==> src/fan_pwm_cfg_pkg.sv <==
// Purpose: Shared constants for the fan PWM frequency, slope and
//          smoothing configuration block.
// Assumes: 40 MHz reference clock; Avalon-MM byte addressing.
// Notes:   Register indexes are word indexes; byte address = 4 * index.

package fan_pwm_cfg_pkg;

    // ==========================================================
    // Clock
    // ==========================================================
    localparam longint CLK_KHZ             = 40000;

    // ==========================================================
    // Register indexes (byte address is four times the index)
    // ==========================================================
    localparam logic [6:0] IDX_REMOTE1_SLOPE = 7'h5F;
    localparam logic [6:0] IDX_LOCAL_SLOPE   = 7'h60;
    localparam logic [6:0] IDX_REMOTE2_SLOPE = 7'h61;
    localparam logic [6:0] IDX_ACOUSTIC_ONE  = 7'h62;
    localparam logic [6:0] IDX_CONFIG_SIX    = 7'h10;
    localparam int         ADDR_W            = 9;

    // ==========================================================
    // Values after reset
    // ==========================================================
    localparam logic [7:0] SLOPE_RESET       = 8'hC4;
    localparam logic [7:0] ACOUSTIC_RESET    = 8'h00;
    localparam logic       SLOT_LONG_RESET   = 1'b0;

    // ==========================================================
    // Field positions, frequency/slope registers
    // ==========================================================
    localparam int RATE_LSB          = 0;
    localparam int FAST_DRIVE_BIT    = 3;
    localparam int SPAN_LSB          = 4;

    // ==========================================================
    // Field positions, acoustic smoothing register one and config register six
    // ==========================================================
    localparam int RAMP_RATE_LSB     = 0;
    localparam int SMOOTH_ON_BIT     = 3;
    localparam int SYNC_BIT          = 4;
    localparam int FLOOR_LSB         = 5;
    localparam int SLOT_LONG_BIT     = 7;

    // ==========================================================
    // Ramp timing: full 0..100% ramp at the smallest increment
    // ==========================================================
    localparam longint RAMP_FULL_MS_STD  = 37500;
    localparam longint RAMP_FULL_MS_LONG = 52200;
    localparam longint DUTY_FULL_STEPS   = 255;
    // Longest time, so round down
    localparam longint SLOT_CYCLES_STD   =
        RAMP_FULL_MS_STD * CLK_KHZ / DUTY_FULL_STEPS;
    localparam longint SLOT_CYCLES_LONG  =
        RAMP_FULL_MS_LONG * CLK_KHZ / DUTY_FULL_STEPS;
    localparam int     SLOT_CNT_W        = 24;

endpackage

==> src/duty_ramp_smoother.sv <==
// Purpose: Ramps a duty value toward its target once per time slot.
// Assumes: Target is re-evaluated by the caller every clock.
// Notes:   Bypassed (duty follows target) while smoothing is off.

`timescale 1ns/10ps
`default_nettype none

module duty_ramp_smoother
    import fan_pwm_cfg_pkg::*;
#(
    parameter longint SLOT_STD  = SLOT_CYCLES_STD,
    parameter longint SLOT_LONG = SLOT_CYCLES_LONG
) (
    input  wire logic       i_ref_clk,
    input  wire logic       i_rstn,
    input  wire logic       i_enable,
    input  wire logic       i_slot_long,
    input  wire logic [2:0] i_rate_code,
    input  wire logic [7:0] i_target,
    output logic      [7:0] o_duty
);

    // ==========================================================
    // Step decode
    // ==========================================================
    function automatic logic [7:0] ramp_step(input logic [2:0] code);
        unique case (code)
            3'h0: ramp_step = 8'h01;
            3'h1: ramp_step = 8'h02;
            3'h2: ramp_step = 8'h03;
            3'h3: ramp_step = 8'h04;
            3'h4: ramp_step = 8'h08;
            3'h5: ramp_step = 8'h0C;
            3'h6: ramp_step = 8'h18;
            3'h7: ramp_step = 8'h30;
        endcase
    endfunction

    typedef struct packed {
        logic [SLOT_CNT_W-1:0] cnt;
        logic [7:0]            duty;
    } smooth_state_t;

    smooth_state_t st;
    smooth_state_t next_st;

    logic [SLOT_CNT_W-1:0] slot_last;
    logic                  slot_end;
    logic [7:0]            step;

    assign slot_last = i_slot_long ? SLOT_CNT_W'(SLOT_LONG - 1)
                                   : SLOT_CNT_W'(SLOT_STD - 1);
    assign slot_end  = (st.cnt >= slot_last);
    assign step      = ramp_step(i_rate_code);
    assign o_duty    = st.duty;

    // ==========================================================
    // Slot timer and step toward target
    // ==========================================================
    always_comb begin
        next_st = st;
        if (!i_enable) begin
            next_st.cnt  = '0;
            next_st.duty = i_target;
        end else if (slot_end) begin
            next_st.cnt = '0;
            // Clamp at target so a large step never overshoots
            if (i_target > st.duty) begin
                if (i_target - st.duty <= step) begin
                    next_st.duty = i_target;
                end else begin
                    next_st.duty = st.duty + step;
                end
            end else if (i_target < st.duty) begin
                if (st.duty - i_target <= step) begin
                    next_st.duty = i_target;
                end else begin
                    next_st.duty = st.duty - step;
                end
            end
        end else begin
            next_st.cnt = st.cnt + 1'b1;
        end
    end

    always_ff @(posedge i_ref_clk) begin
        if (!i_rstn) begin
            st <= '0;
        end else begin
            st <= next_st;
        end
    end

    // ==========================================================
    // Checks
    // ==========================================================
    property p_bypass_follows;
        @(posedge i_ref_clk) disable iff (!i_rstn)
        !i_enable |=> o_duty == $past(i_target);
    endproperty
    a_bypass_follows: assert property (p_bypass_follows)
        else $error("duty does not follow target with smoothing off");

    property p_step_size;
        @(posedge i_ref_clk) disable iff (!i_rstn)
        (i_enable && slot_end && i_target > st.duty
         && i_target - st.duty > step)
        |=> o_duty == $past(st.duty) + $past(step);
    endproperty
    a_step_size: assert property (p_step_size)
        else $error("ramp step differs from selected increment");

    property p_no_overshoot;
        @(posedge i_ref_clk) disable iff (!i_rstn)
        (i_enable && st.duty < i_target)
        |=> (o_duty <= $past(i_target)) && (o_duty >= $past(st.duty));
    endproperty
    a_no_overshoot: assert property (p_no_overshoot)
        else $error("ramp passed its target");

    property p_hold_in_slot;
        @(posedge i_ref_clk) disable iff (!i_rstn)
        (i_enable && !slot_end && $past(i_enable)) |=> $stable(o_duty);
    endproperty
    a_hold_in_slot: assert property (p_hold_in_slot)
        else $error("duty changed inside a time slot");

    property p_slot_long_len;
        @(posedge i_ref_clk) disable iff (!i_rstn)
        (i_enable && i_slot_long && slot_end)
        |-> st.cnt >= SLOT_CNT_W'(SLOT_LONG - 1);
    endproperty
    a_slot_long_len: assert property (p_slot_long_len)
        else $error("long time slot ended early");

endmodule // duty_ramp_smoother

`default_nettype wire

==> src/fan_pwm_pwm_rate_code_slope_smoothing.sv <==
// Purpose: Frequency, slope and acoustic smoothing configuration for
//          three fan PWM channels, reached over Avalon-MM.
// Assumes: Lock level and duty/threshold inputs are synchronous.
// Notes:   Every bus access sees exactly one wait cycle.
// Function
// - Once locked, writes to the frequency/slope registers are ignored.
// - A 3-bit code per channel selects one of eight low PWM rates.
// - Each frequency/slope register comes out of reset as 0xC4.
// - The drive-type bit selects fast drive and disables stretching.
// - A 4-bit code per channel selects the automatic temperature span.
// - Remote 1 duty ramps by a selectable increment per time slot.
// - With the slot-length bit clear the slot gives the shorter ramps.
// - With the slot-length bit set the slot gives the longer ramps.
// - Remote 1 ramping is applied only while its enable bit is set.
// - The sync bit adds speed input two to the PWM3-synced inputs.
// - Below threshold in auto mode PWM1 gives zero or its minimum.
// - Below threshold in auto mode PWM2 gives zero or its minimum.
// - Below threshold in auto mode PWM3 gives zero or its minimum.
// - The three registers serve Remote 1, local and Remote 2 in order.
//
// Implementation choice: the Avalon-MM register port.

`timescale 1ns/10ps
`default_nettype none

module fan_pwm_pwm_rate_code_slope_smoothing
    import fan_pwm_cfg_pkg::*;
#(
    parameter longint SLOT_STD  = SLOT_CYCLES_STD,
    parameter longint SLOT_LONG = SLOT_CYCLES_LONG
) (
    input  wire logic            i_ref_clk,
    input  wire logic            i_rstn,
    // Avalon-MM slave
    input  wire logic [ADDR_W-1:0] i_address,
    input  wire logic            i_read,
    input  wire logic            i_write,
    input  wire logic [31:0]     i_writedata,
    input  wire logic [3:0]      i_byteenable,
    output logic      [31:0]     o_readdata,
    output logic                 o_waitrequest,
    // Lock from the global configuration register
    input  wire logic            i_config_lock,
    // Automatic control inputs, index 0 = PWM1
    input  wire logic [2:0]      i_auto_mode,
    input  wire logic [2:0]      i_below_start,
    input  wire logic [2:0][7:0] i_auto_duty,
    input  wire logic [2:0][7:0] i_min_duty,
    // Per channel configuration, index 0 = PWM1
    output logic      [2:0][2:0] o_pwm_rate_code,
    output logic      [2:0]      o_fast_drive_select,
    output logic      [2:0]      o_stretch_enable,
    output logic      [2:0][3:0] o_temp_span_code,
    // Bit 0 = speed_input_two, 1 = three, 2 = four
    output logic      [2:0]      o_sync_speed_inputs,
    output logic                 o_remote1_smoothing_on,
    output logic      [2:0]      o_remote1_ramp_rate,
    output logic      [7:0]      o_pwm1_duty,
    output logic      [7:0]      o_pwm2_duty,
    output logic      [7:0]      o_pwm3_duty
);

    // ==========================================================
    // State
    // ==========================================================
    typedef struct packed {
        logic [2:0][7:0] slope;
        logic [7:0]      acou;
        logic            slot_long;
        logic            ack;
        logic [31:0]     rdata;
        logic [2:0][7:0] target;
    } cfg_state_t;

    localparam cfg_state_t STATE_RESET = '{
        slope:     {3{SLOPE_RESET}},
        acou:      ACOUSTIC_RESET,
        slot_long: SLOT_LONG_RESET,
        ack:       1'b0,
        rdata:     32'h0000_0000,
        target:    '0
    };

    cfg_state_t st;
    cfg_state_t next_st;

    logic [6:0] word_idx;
    logic       req_new;
    logic       wr_take;
    logic       first_floor;
    logic       second_floor;
    logic       third_floor;

    // ==========================================================
    // Address decode, shared by read and write paths
    // ==========================================================
    // Returns channel 0..2 for a frequency/slope register, 3 otherwise
    function automatic logic [1:0] slope_channel(input logic [6:0] idx);
        if (idx == IDX_REMOTE1_SLOPE) begin
            slope_channel = 2'h0;
        end else if (idx == IDX_LOCAL_SLOPE) begin
            slope_channel = 2'h1;
        end else if (idx == IDX_REMOTE2_SLOPE) begin
            slope_channel = 2'h2;
        end else begin
            slope_channel = 2'h3;
        end
    endfunction

    assign word_idx      = i_address[ADDR_W-1:2];
    // One wait cycle per access; the second edge completes it
    assign req_new       = (i_read || i_write) && !st.ack;
    assign o_waitrequest = req_new;
    assign wr_take       = i_write && st.ack && i_byteenable[0];
    assign o_readdata    = st.rdata;

    assign first_floor   = st.acou[FLOOR_LSB];
    assign second_floor  = st.acou[FLOOR_LSB+1];
    assign third_floor   = st.acou[FLOOR_LSB+2];

    // ==========================================================
    // Next state
    // ==========================================================
    always_comb begin
        next_st     = st;
        next_st.ack = req_new;

        // Read data is latched on the wait cycle and held to the answer
        if (i_read && !st.ack) begin
            next_st.rdata = 32'h0000_0000;
            if (slope_channel(word_idx) != 2'h3) begin
                next_st.rdata[7:0] = st.slope[slope_channel(word_idx)];
            end else if (word_idx == IDX_ACOUSTIC_ONE) begin
                next_st.rdata[7:0] = st.acou;
            end else if (word_idx == IDX_CONFIG_SIX) begin
                next_st.rdata[SLOT_LONG_BIT] = st.slot_long;
            end
        end

        // Locked registers silently drop writes; the bus still completes
        if (wr_take && !i_config_lock) begin
            if (slope_channel(word_idx) != 2'h3) begin
                next_st.slope[slope_channel(word_idx)] =
                    i_writedata[7:0];
            end else if (word_idx == IDX_ACOUSTIC_ONE) begin
                next_st.acou = i_writedata[7:0];
            end
        end
        // Slot-length bit lives outside the lockable group
        if (wr_take && word_idx == IDX_CONFIG_SIX) begin
            next_st.slot_long = i_writedata[SLOT_LONG_BIT];
        end

        // Duty below start threshold: off or programmed minimum
        for (int ch = 0; ch < 3; ch++) begin
            if (i_auto_mode[ch] && i_below_start[ch]) begin
                if (st.acou[FLOOR_LSB+ch]) begin
                    next_st.target[ch] = i_min_duty[ch];
                end else begin
                    next_st.target[ch] = 8'h00;
                end
            end else begin
                next_st.target[ch] = i_auto_duty[ch];
            end
        end
    end

    always_ff @(posedge i_ref_clk) begin
        if (!i_rstn) begin
            st <= STATE_RESET;
        end else begin
            st <= next_st;
        end
    end

    // ==========================================================
    // Configuration outputs
    // ==========================================================
    genvar g;
    generate
        for (g = 0; g < 3; g++) begin : g_chan
            assign o_pwm_rate_code[g] =
                st.slope[g][RATE_LSB+2:RATE_LSB];
            assign o_fast_drive_select[g] =
                st.slope[g][FAST_DRIVE_BIT];
            // Stretching only applies to low-frequency 3-wire drive
            assign o_stretch_enable[g] =
                !st.slope[g][FAST_DRIVE_BIT];
            assign o_temp_span_code[g] =
                st.slope[g][SPAN_LSB+3:SPAN_LSB];
        end
    endgenerate

    assign o_sync_speed_inputs    = {2'b11, st.acou[SYNC_BIT]};
    assign o_remote1_smoothing_on = st.acou[SMOOTH_ON_BIT];
    assign o_remote1_ramp_rate    = st.acou[RAMP_RATE_LSB+2:RAMP_RATE_LSB];
    assign o_pwm2_duty            = st.target[1];
    assign o_pwm3_duty            = st.target[2];

    // ==========================================================
    // Remote 1 smoothing on PWM1
    // ==========================================================
    duty_ramp_smoother #(
        .SLOT_STD  (SLOT_STD),
        .SLOT_LONG (SLOT_LONG)
    ) duty_ramp_smoother_inst (
        .i_ref_clk   (i_ref_clk),
        .i_rstn      (i_rstn),
        .i_enable    (st.acou[SMOOTH_ON_BIT]),
        .i_slot_long (st.slot_long),
        .i_rate_code (st.acou[RAMP_RATE_LSB+2:RAMP_RATE_LSB]),
        .i_target    (st.target[0]),
        .o_duty      (o_pwm1_duty)
    );

    // ==========================================================
    // Checks
    // ==========================================================
    property p_lock_blocks_write;
        @(posedge i_ref_clk) disable iff (!i_rstn)
        (i_write && !o_waitrequest && i_config_lock
         && word_idx == IDX_LOCAL_SLOPE)
        |=> $stable(o_temp_span_code) && $stable(o_pwm_rate_code);
    endproperty
    a_lock_blocks_write: assert property (p_lock_blocks_write)
        else $error("locked slope register accepted a write");

    property p_rate_write;
        @(posedge i_ref_clk) disable iff (!i_rstn)
        (i_write && !o_waitrequest && !i_config_lock && i_byteenable[0]
         && word_idx == IDX_REMOTE1_SLOPE)
        |=> o_pwm_rate_code[0] == $past(i_writedata[2:0]);
    endproperty
    a_rate_write: assert property (p_rate_write)
        else $error("rate code did not take written value");

    property p_reset_value;
        @(posedge i_ref_clk)
        !i_rstn |=> (o_pwm_rate_code[1] == 3'h4)
                 && (o_temp_span_code[2] == 4'hC)
                 && (o_fast_drive_select == 3'h0);
    endproperty
    a_reset_value: assert property (p_reset_value)
        else $error("slope register not at reset value");

    property p_fast_drive;
        @(posedge i_ref_clk) disable iff (!i_rstn)
        (i_write && !o_waitrequest && !i_config_lock && i_byteenable[0]
         && word_idx == IDX_REMOTE2_SLOPE && i_writedata[3])
        |=> o_fast_drive_select[2] && !o_stretch_enable[2];
    endproperty
    a_fast_drive: assert property (p_fast_drive)
        else $error("fast drive did not suppress stretching");

    property p_span_map;
        @(posedge i_ref_clk) disable iff (!i_rstn)
        (i_write && !o_waitrequest && !i_config_lock && i_byteenable[0]
         && word_idx == IDX_LOCAL_SLOPE)
        |=> o_temp_span_code[1] == $past(i_writedata[7:4]);
    endproperty
    a_span_map: assert property (p_span_map)
        else $error("span code did not reach local channel");

    property p_sync_inputs;
        @(posedge i_ref_clk) disable iff (!i_rstn)
        (i_read && !o_waitrequest && word_idx == IDX_ACOUSTIC_ONE)
        |-> o_sync_speed_inputs == {2'b11, o_readdata[SYNC_BIT]};
    endproperty
    a_sync_inputs: assert property (p_sync_inputs)
        else $error("speed input sync mask mismatches register");

    property p_floor_one;
        @(posedge i_ref_clk) disable iff (!i_rstn)
        (i_auto_mode[0] && i_below_start[0] && !first_floor)
        |=> st.target[0] == 8'h00;
    endproperty
    a_floor_one: assert property (p_floor_one)
        else $error("PWM1 not off below threshold");

    property p_floor_two;
        @(posedge i_ref_clk) disable iff (!i_rstn)
        (i_auto_mode[1] && i_below_start[1] && second_floor)
        |=> o_pwm2_duty == $past(i_min_duty[1]);
    endproperty
    a_floor_two: assert property (p_floor_two)
        else $error("PWM2 not at minimum below threshold");

    property p_floor_three;
        @(posedge i_ref_clk) disable iff (!i_rstn)
        (i_auto_mode[2] && i_below_start[2] && !third_floor)
        |=> o_pwm3_duty == 8'h00;
    endproperty
    a_floor_three: assert property (p_floor_three)
        else $error("PWM3 not off below threshold");

    property p_bus_answer;
        @(posedge i_ref_clk) disable iff (!i_rstn)
        ((i_read || i_write) && o_waitrequest) |=> !o_waitrequest;
    endproperty
    a_bus_answer: assert property (p_bus_answer)
        else $error("bus access not answered after one wait cycle");

endmodule // fan_pwm_pwm_rate_code_slope_smoothing

`default_nettype wire

==> config.mk <==
export PLATFORM = sky130hd
export DESIGN_NAME = fan_pwm_pwm_rate_code_slope_smoothing
export DESIGN_NICKNAME = d
export VERILOG_FILES = /design/src/fan_pwm_cfg_pkg.sv /design/src/duty_ramp_smoother.sv /design/src/fan_pwm_pwm_rate_code_slope_smoothing.sv
export SDC_FILE = /design/constraint.sdc
export NUM_CORES = 1
export LEC_CHECK = 0
export BUFFER_PORTS_ARGS = -buffer_cell sky130_fd_sc_hd__buf_2
export CAP_MARGIN = 20
export CORE_MARGIN = 2
export CORE_UTILIZATION = 45
export CTS_BUF_LIST = sky130_fd_sc_hd__clkbuf_8 sky130_fd_sc_hd__clkbuf_16
export DETAILED_ROUTE_END_ITERATION = 7
export PLACE_DENSITY = 0.71
export SETUP_SLACK_MARGIN = 0.4
export SYNTH_ARGS = -nofsm -noshare
export SYNTH_HDL_FRONTEND = slang
export SYNTH_SLANG_ARGS = --single-unit
==> constraint.sdc <==
create_clock -name i_ref_clk -period 4 [get_ports i_ref_clk]
set_input_delay 0 -clock i_ref_clk [delete_from_list [all_inputs] [get_ports i_ref_clk]]
set_output_delay 0 -clock i_ref_clk [all_outputs]
set_load 0.05 [all_outputs]
### After elaboration in Yosys (flattened, before gate mapping)

Memory sizes are Yosys's and may differ from the RTL's. A register that Yosys moved wholly into a read port is not among the register bits.
Index checks and enable logic that the tools add are counted.

| word-level totals | value |
|---|---|
| memories kept | 1 |
| ROM bits | 48 |
| word-level logic and storage cells | 91 |
| register bits | 98 |
| input bits | 104 |

| cells by class | value |
|---|---|
| magnitude comparators | 8 |
| reduce and logical (&&, ||, !) cells | 20 |
| add/sub/neg operators | 5 |
| eq/ne operators | 9 |
| bitwise operators | 3 |
| mux-type cells | 33 |

Memories:

| name | words | width | read ports | clocked after Yosys merged registers in | wr ports | line | text |
|---|---|---|---|---|---|---|---|
| (name not given) | 8 | 6 | 1 | 1 | 0 | duty_ramp_smoother.sv:27 | `unique case (code)` |

Operators with widths:

| operator | count |
|---|---|
| 2-to-1 mux 8 bit | 15 |
| equality test 7 bit (second input constant) | 4 |
| adder 24 x 1 -> 24 bit (second input constant) | 1 |
| bitwise mux 24 bit | 1 |
| >= comparator 24 bit | 1 |
| subtractor 8 bit | 3 |
| 2-to-1 mux 22 bit | 1 |
| binary-select mux 8 bit (select 2 bit) | 1 |
| demux 8 bit (select 2 bit) | 1 |
| <= comparator 8 bit | 2 |
| 2-to-1 mux 2 bit | 8 |
| logical AND 1 bit | 10 |
| adder 8 bit | 1 |
| > comparator 8 bit | 1 |
| < comparator 8 bit | 1 |
| equality test 7 x 5 -> 1 bit (second input constant) | 1 |
| 2-to-1 mux 7 bit | 1 |
| < comparator 2 x 3 -> 1 bit (second input constant) | 2 |
| 2-to-1 mux 3 bit | 2 |
| logical NOT 1 bit | 5 |
| != test 2 bit (second input constant) | 2 |
| AND reduction 2 bit | 2 |
| 2-to-1 mux 1 bit | 3 |
| != test 3 x 1 -> 1 bit (second input constant) | 1 |
| 6 further kinds | 8 |

### Depth between registers and ports, before layout

| depth | value |
|---|---|
| depth in word-level cells | 13 |
| mapped depth | 17 |
| depth with buffers taken out | 16 |

### Modules after synthesis

Synthesis repeated with hierarchy kept, for this count alone.

| unflattened totals | value |
|---|---|
| cell total of the unflattened synthesis | 825 |
| area, all modules | 6885.4 µm² |

Modules (own cells, without submodules):

| module | area an instance (µm²) | cells an instance | times used |
|---|---|---|---|
| fan_pwm_pwm_rate_code_slope_smoothing | 3487.1 | 389 | 1 |
| duty_ramp_smoother | 3398.3 | 436 | 1 |

### Worst setup path after synthesis

OpenSTA, ideal clock, no wires.

| path | value |
|---|---|
| kind | reg-to-reg |
| start point | reg duty_ramp_smoother_inst.st, in the netlist duty_ramp_smoother_inst.o_duty[0] |
| end point | reg duty_ramp_smoother_inst.st, in the netlist duty_ramp_smoother_inst.o_duty[0] |
| setup time | 0.075 ns |
| buffers on the path | 0 |
| cell stages (with the launch flop) | 17 |
| required time | 3.925 ns |
| slack | 0.671 ns |
| arrival time | 3.254 ns |
| path through | dfxtp_1 inv_1 ha_1 inv_1 fa_1 a21o_1 a21oi_1 xnor2_1 ha_1 a21oi_1 a21boi_0 o32ai_1 o211ai_1 o311ai_4 nand2_2 mux2_4 o22ai_2 |

| on the way | value |
|---|---|
| cells in the longest elaborated chain, start to end | 7 |

RTL lines:

| item | line | text |
|---|---|---|
| start: declaration | duty_ramp_smoother.sv:44 | `smooth_state_t st;` |
| start signal: assignment | duty_ramp_smoother.sv:90 | `st <= next_st;` |
| subtractor 8 bit | duty_ramp_smoother.sv:75 | `if (st.duty - i_target <= step) begin` |
| <= comparator 8 bit | duty_ramp_smoother.sv:75 |  |
| 2-to-1 mux 8 bit | duty_ramp_smoother.sv:75 |  |
| 2-to-1 mux 8 bit | duty_ramp_smoother.sv:74 | `end else if (i_target < st.duty) begin` |
| 2-to-1 mux 8 bit | duty_ramp_smoother.sv:68 | `if (i_target > st.duty) begin` |
| 2-to-1 mux 8 bit | duty_ramp_smoother.sv:65 | `end else if (slot_end) begin` |
| 2-to-1 mux 8 bit | duty_ramp_smoother.sv:62 | `if (!i_enable) begin` |

Parallel ways exist; a longest one is shown, timed or not. The select of a mux whose other input is x is not followed.
A chain may end at the register's enable or synchronous reset.

### Worst setup path after layout

Ends and elaborated chain as after synthesis.

==> out/metrics.yaml <==
wl_mm: 18.3
critical_path_required_ns: 4.27
synthCells: 819
fillers: 1254
clk_pin_slew_ns: 0.07
p_leak_nw: 3.54
tightestPinTransition_ns: 1.02
grt_pass1_vias: 5927
status: "complete, no violations"
vias_per_cell: 5.33
regArea_um2: 2090
grtUsageTotal_pct: 22.6
grt_antenna_before_repair: 0
finalHoldViolCount: 0
maxCapViolCount: 0
tns_ns: 0
ys_seq_elements: 104
slew_viol_final: 0
h-tree-depth: 3
setup_viol: 0
stdcell_area_um2: 8110
startpoint_type: "register"
start_util_pct: 46.2
synth_enable_flop_cells: 0
period_share_pct: 86.4
grt_pass1_wl_mm: 29.4
drive_above_1_share_pct: 21.8
die_w_um: 126
cts_tree: "built"
synthArstFlopShare_pct: 0
synth_flop_cell: "dfxtp_1"
maxSlewHeadroom_pct: 32.1
design.core.area_um2: 14600
p_total_mw: 2.68
ant_nets: 0
dp_cells: 1064
nets: 1116
avgSynthCellArea_um2: 8.23
gr-total-overflow: 0
yosysSeqAreaShare_pct: 30.9
path_max_fanout: 5
drc: 0
vias: 6109
clkSinkCount: 104
syn_area_um2: 6740
path_class: "reg -> reg"
placed_area_um2: 7100
insertedDiodeCount: 0
synth_top_cell_by_area: "dfxtp_1"
place_ws_ns: 0.245
max-vdd-ir-drop_mv: 0.272
cts_made_buffers: 9
synth_top_area_share_pct: 30.9
drt_iter0_markers: 370
synthToLayoutAreaGrowth_pct: 20.4
synth_cell_types: 71
gp_congestion: 0.866
clockRootBuffer: "clkbuf_16"
die_area_um2: 16000
num_io_pins: 195
dr.pass1.iters: 6
ys_top_cells_by_area: "dfxtp_1 31%, buf_4 9.7%, ha_1 9.5%"
fin_cells: 1146
multi_input_area_um2: 3850
fp-row-count: 44
min_path_type: "in -> reg"
fin_worst_skew_ns: 0.00767
yosys_warnings: 0
dp_hpwl_mm: 12.7
clock_latency_ns: 0.35
p_per_area_nw_per_um2: 330
worst_slack_ns: 0.542
utilization_pct: 55.6
rsz0062_at_grt: "false"
crit_path_end_kind: "register"
arrival_ns: 3.73
grt_max_degree: 56
clk_path_buf_depth: 2
final.min_clock_period_ns: 3.46
port_buffers: 139
clock.fmax_mhz: 289
die_h_um: 126
hold_slack_ns: 0.0712
wl_per_cell_um: 15.9
[cell type report]
cell class / count / share of cell area (%)
tap: 184 / 2.84
multi-input combinational: 579 / 47.5
timing repair buffer: 221 / 17.9
clock inverter: 6 / 1.13
clock buffer: 10 / 2.95
inverter: 42 / 1.94
sequential: 104 / 25.7
[Yosys cell counts, types with 19 or more instances]
cell type / instances
dfxtp_1: 104
buf_4: 87
nand2_1: 81
nor2_1: 69
nand3_1: 62
a21oi_1: 54
ha_1: 51
inv_1: 41
clkbuf_1: 25
o21ai_0: 23
mux2i_1: 19
[power breakdown]
| group | leakage (nW) | internal (mW) | total (mW) | switching (mW) |
|---|---|---|---|---|
| logic | 2.53 | 0.243 | 0.628 | 0.385 |
| clock network | 0.162 | 0.570 | 0.978 | 0.408 |
| registers | 0.847 | 1.06 | 1.07 | 0.0160 |
[placed cells by master (no fill, tap or decap), drive strengths merged, types with 4 or more instances in the layout]
cell type / instances
o22ai: 4
nor4: 8
o21ai: 25
ha: 51
and3: 5
xnor2: 17
o21bai: 7
nor2: 72
nand2b: 9
a31oi: 15
conb: 26
nor2b: 7
fa: 4
xor2: 17
a41oi: 4
nor3: 10
o211ai: 4
buf: 163
nand2: 82
o21a: 8
nand4: 6
clkbuf: 10
nand3: 62
a21oi: 54
a22oi: 13
dlygate4sd3: 58
inv: 45
dfxtp: 104
mux2i: 19
and2: 9
[worst max-delay path: stages, from the launching register on]
cell,delay [ns]
dfxtp_2,0.32
inv_2,0.07
ha_4,0.13
inv_1,0.05
fa_2,0.36
a21o_1,0.22
a21oi_2,0.14
xnor2_1,0.13
ha_1,0.28
a21oi_1,0.14
a21boi_1,0.09
o32ai_2,0.27
o211ai_1,0.20
o311ai_4,0.38
nand2_2,0.15
mux2_4,0.32
o22ai_2,0.14
[cells by family after synthesis]
logic type      count (synthesis)  synth area share (%)
mux                            22                  3.43
simple gates                  280                  20.0
buf+inv                       160                  13.9
flops                         104                  30.9
fa+ha+maj                      55                  10.7
compound gates                162                  16.6
xor+xnor                       34                  4.42
other cells                     2                 0.111
[sequential cells by signal (all words and copies together), names as in the netlist]
| signal | flops |
|---|---|
| o_remote1_smoothing_on | 1 |
| o_pwm3_duty | 8 |
| first_floor | 1 |
| o_readdata | 8 |
| second_floor | 1 |
| o_sync_speed_inputs | 1 |
| o_pwm_rate_code | 9 |
| o_fast_drive_select | 3 |
| o_temp_span_code | 12 |
| st | 11 |
| o_pwm2_duty | 8 |
| duty_ramp_smoother_inst.step | 6 |
| duty_ramp_smoother_inst.o_duty | 8 |
| o_remote1_ramp_rate | 3 |
| duty_ramp_smoother_inst.st | 24 |
[worst paths after layout]
kind / from / to / slack, ns / depth (start not counted)
max: duty_ramp_smoother_inst.o_duty[0] / duty_ramp_smoother_inst.o_duty[0] / 0.54 / 16
min: i_address[3] / st[57] / 0.07 / 5
max reg2reg: duty_ramp_smoother_inst.o_duty[0] / duty_ramp_smoother_inst.o_duty[0] / 0.54 / 16
min reg2reg: o_pwm_rate_code[6] / o_pwm_rate_code[6] / 0.47 / 2
[layer usage]
metal	vias to the layer above	GRT usage, %	share of wire, %
met3	31	5.27	6.9
li1	3007	-	-
met4	0	8.27	2.4
met2	253	37.2	47
met1	2818	29.0	44
met5	-	0	0
[repair_timing]
| action | in CTS | in global routing |
|---|---|---|
| hold buffers | 58 | 0 |
| resized for setup | 6 | 7 |
| cloned | 0 | 0 |
| setup endpoints to repair | 7 | 8 |
| setup buffers | 6 | 2 |
| hold endpoints to repair | 55 | 0 |
| pin swaps | 9 | 6 |
Power figures use the tool's default switching activity.
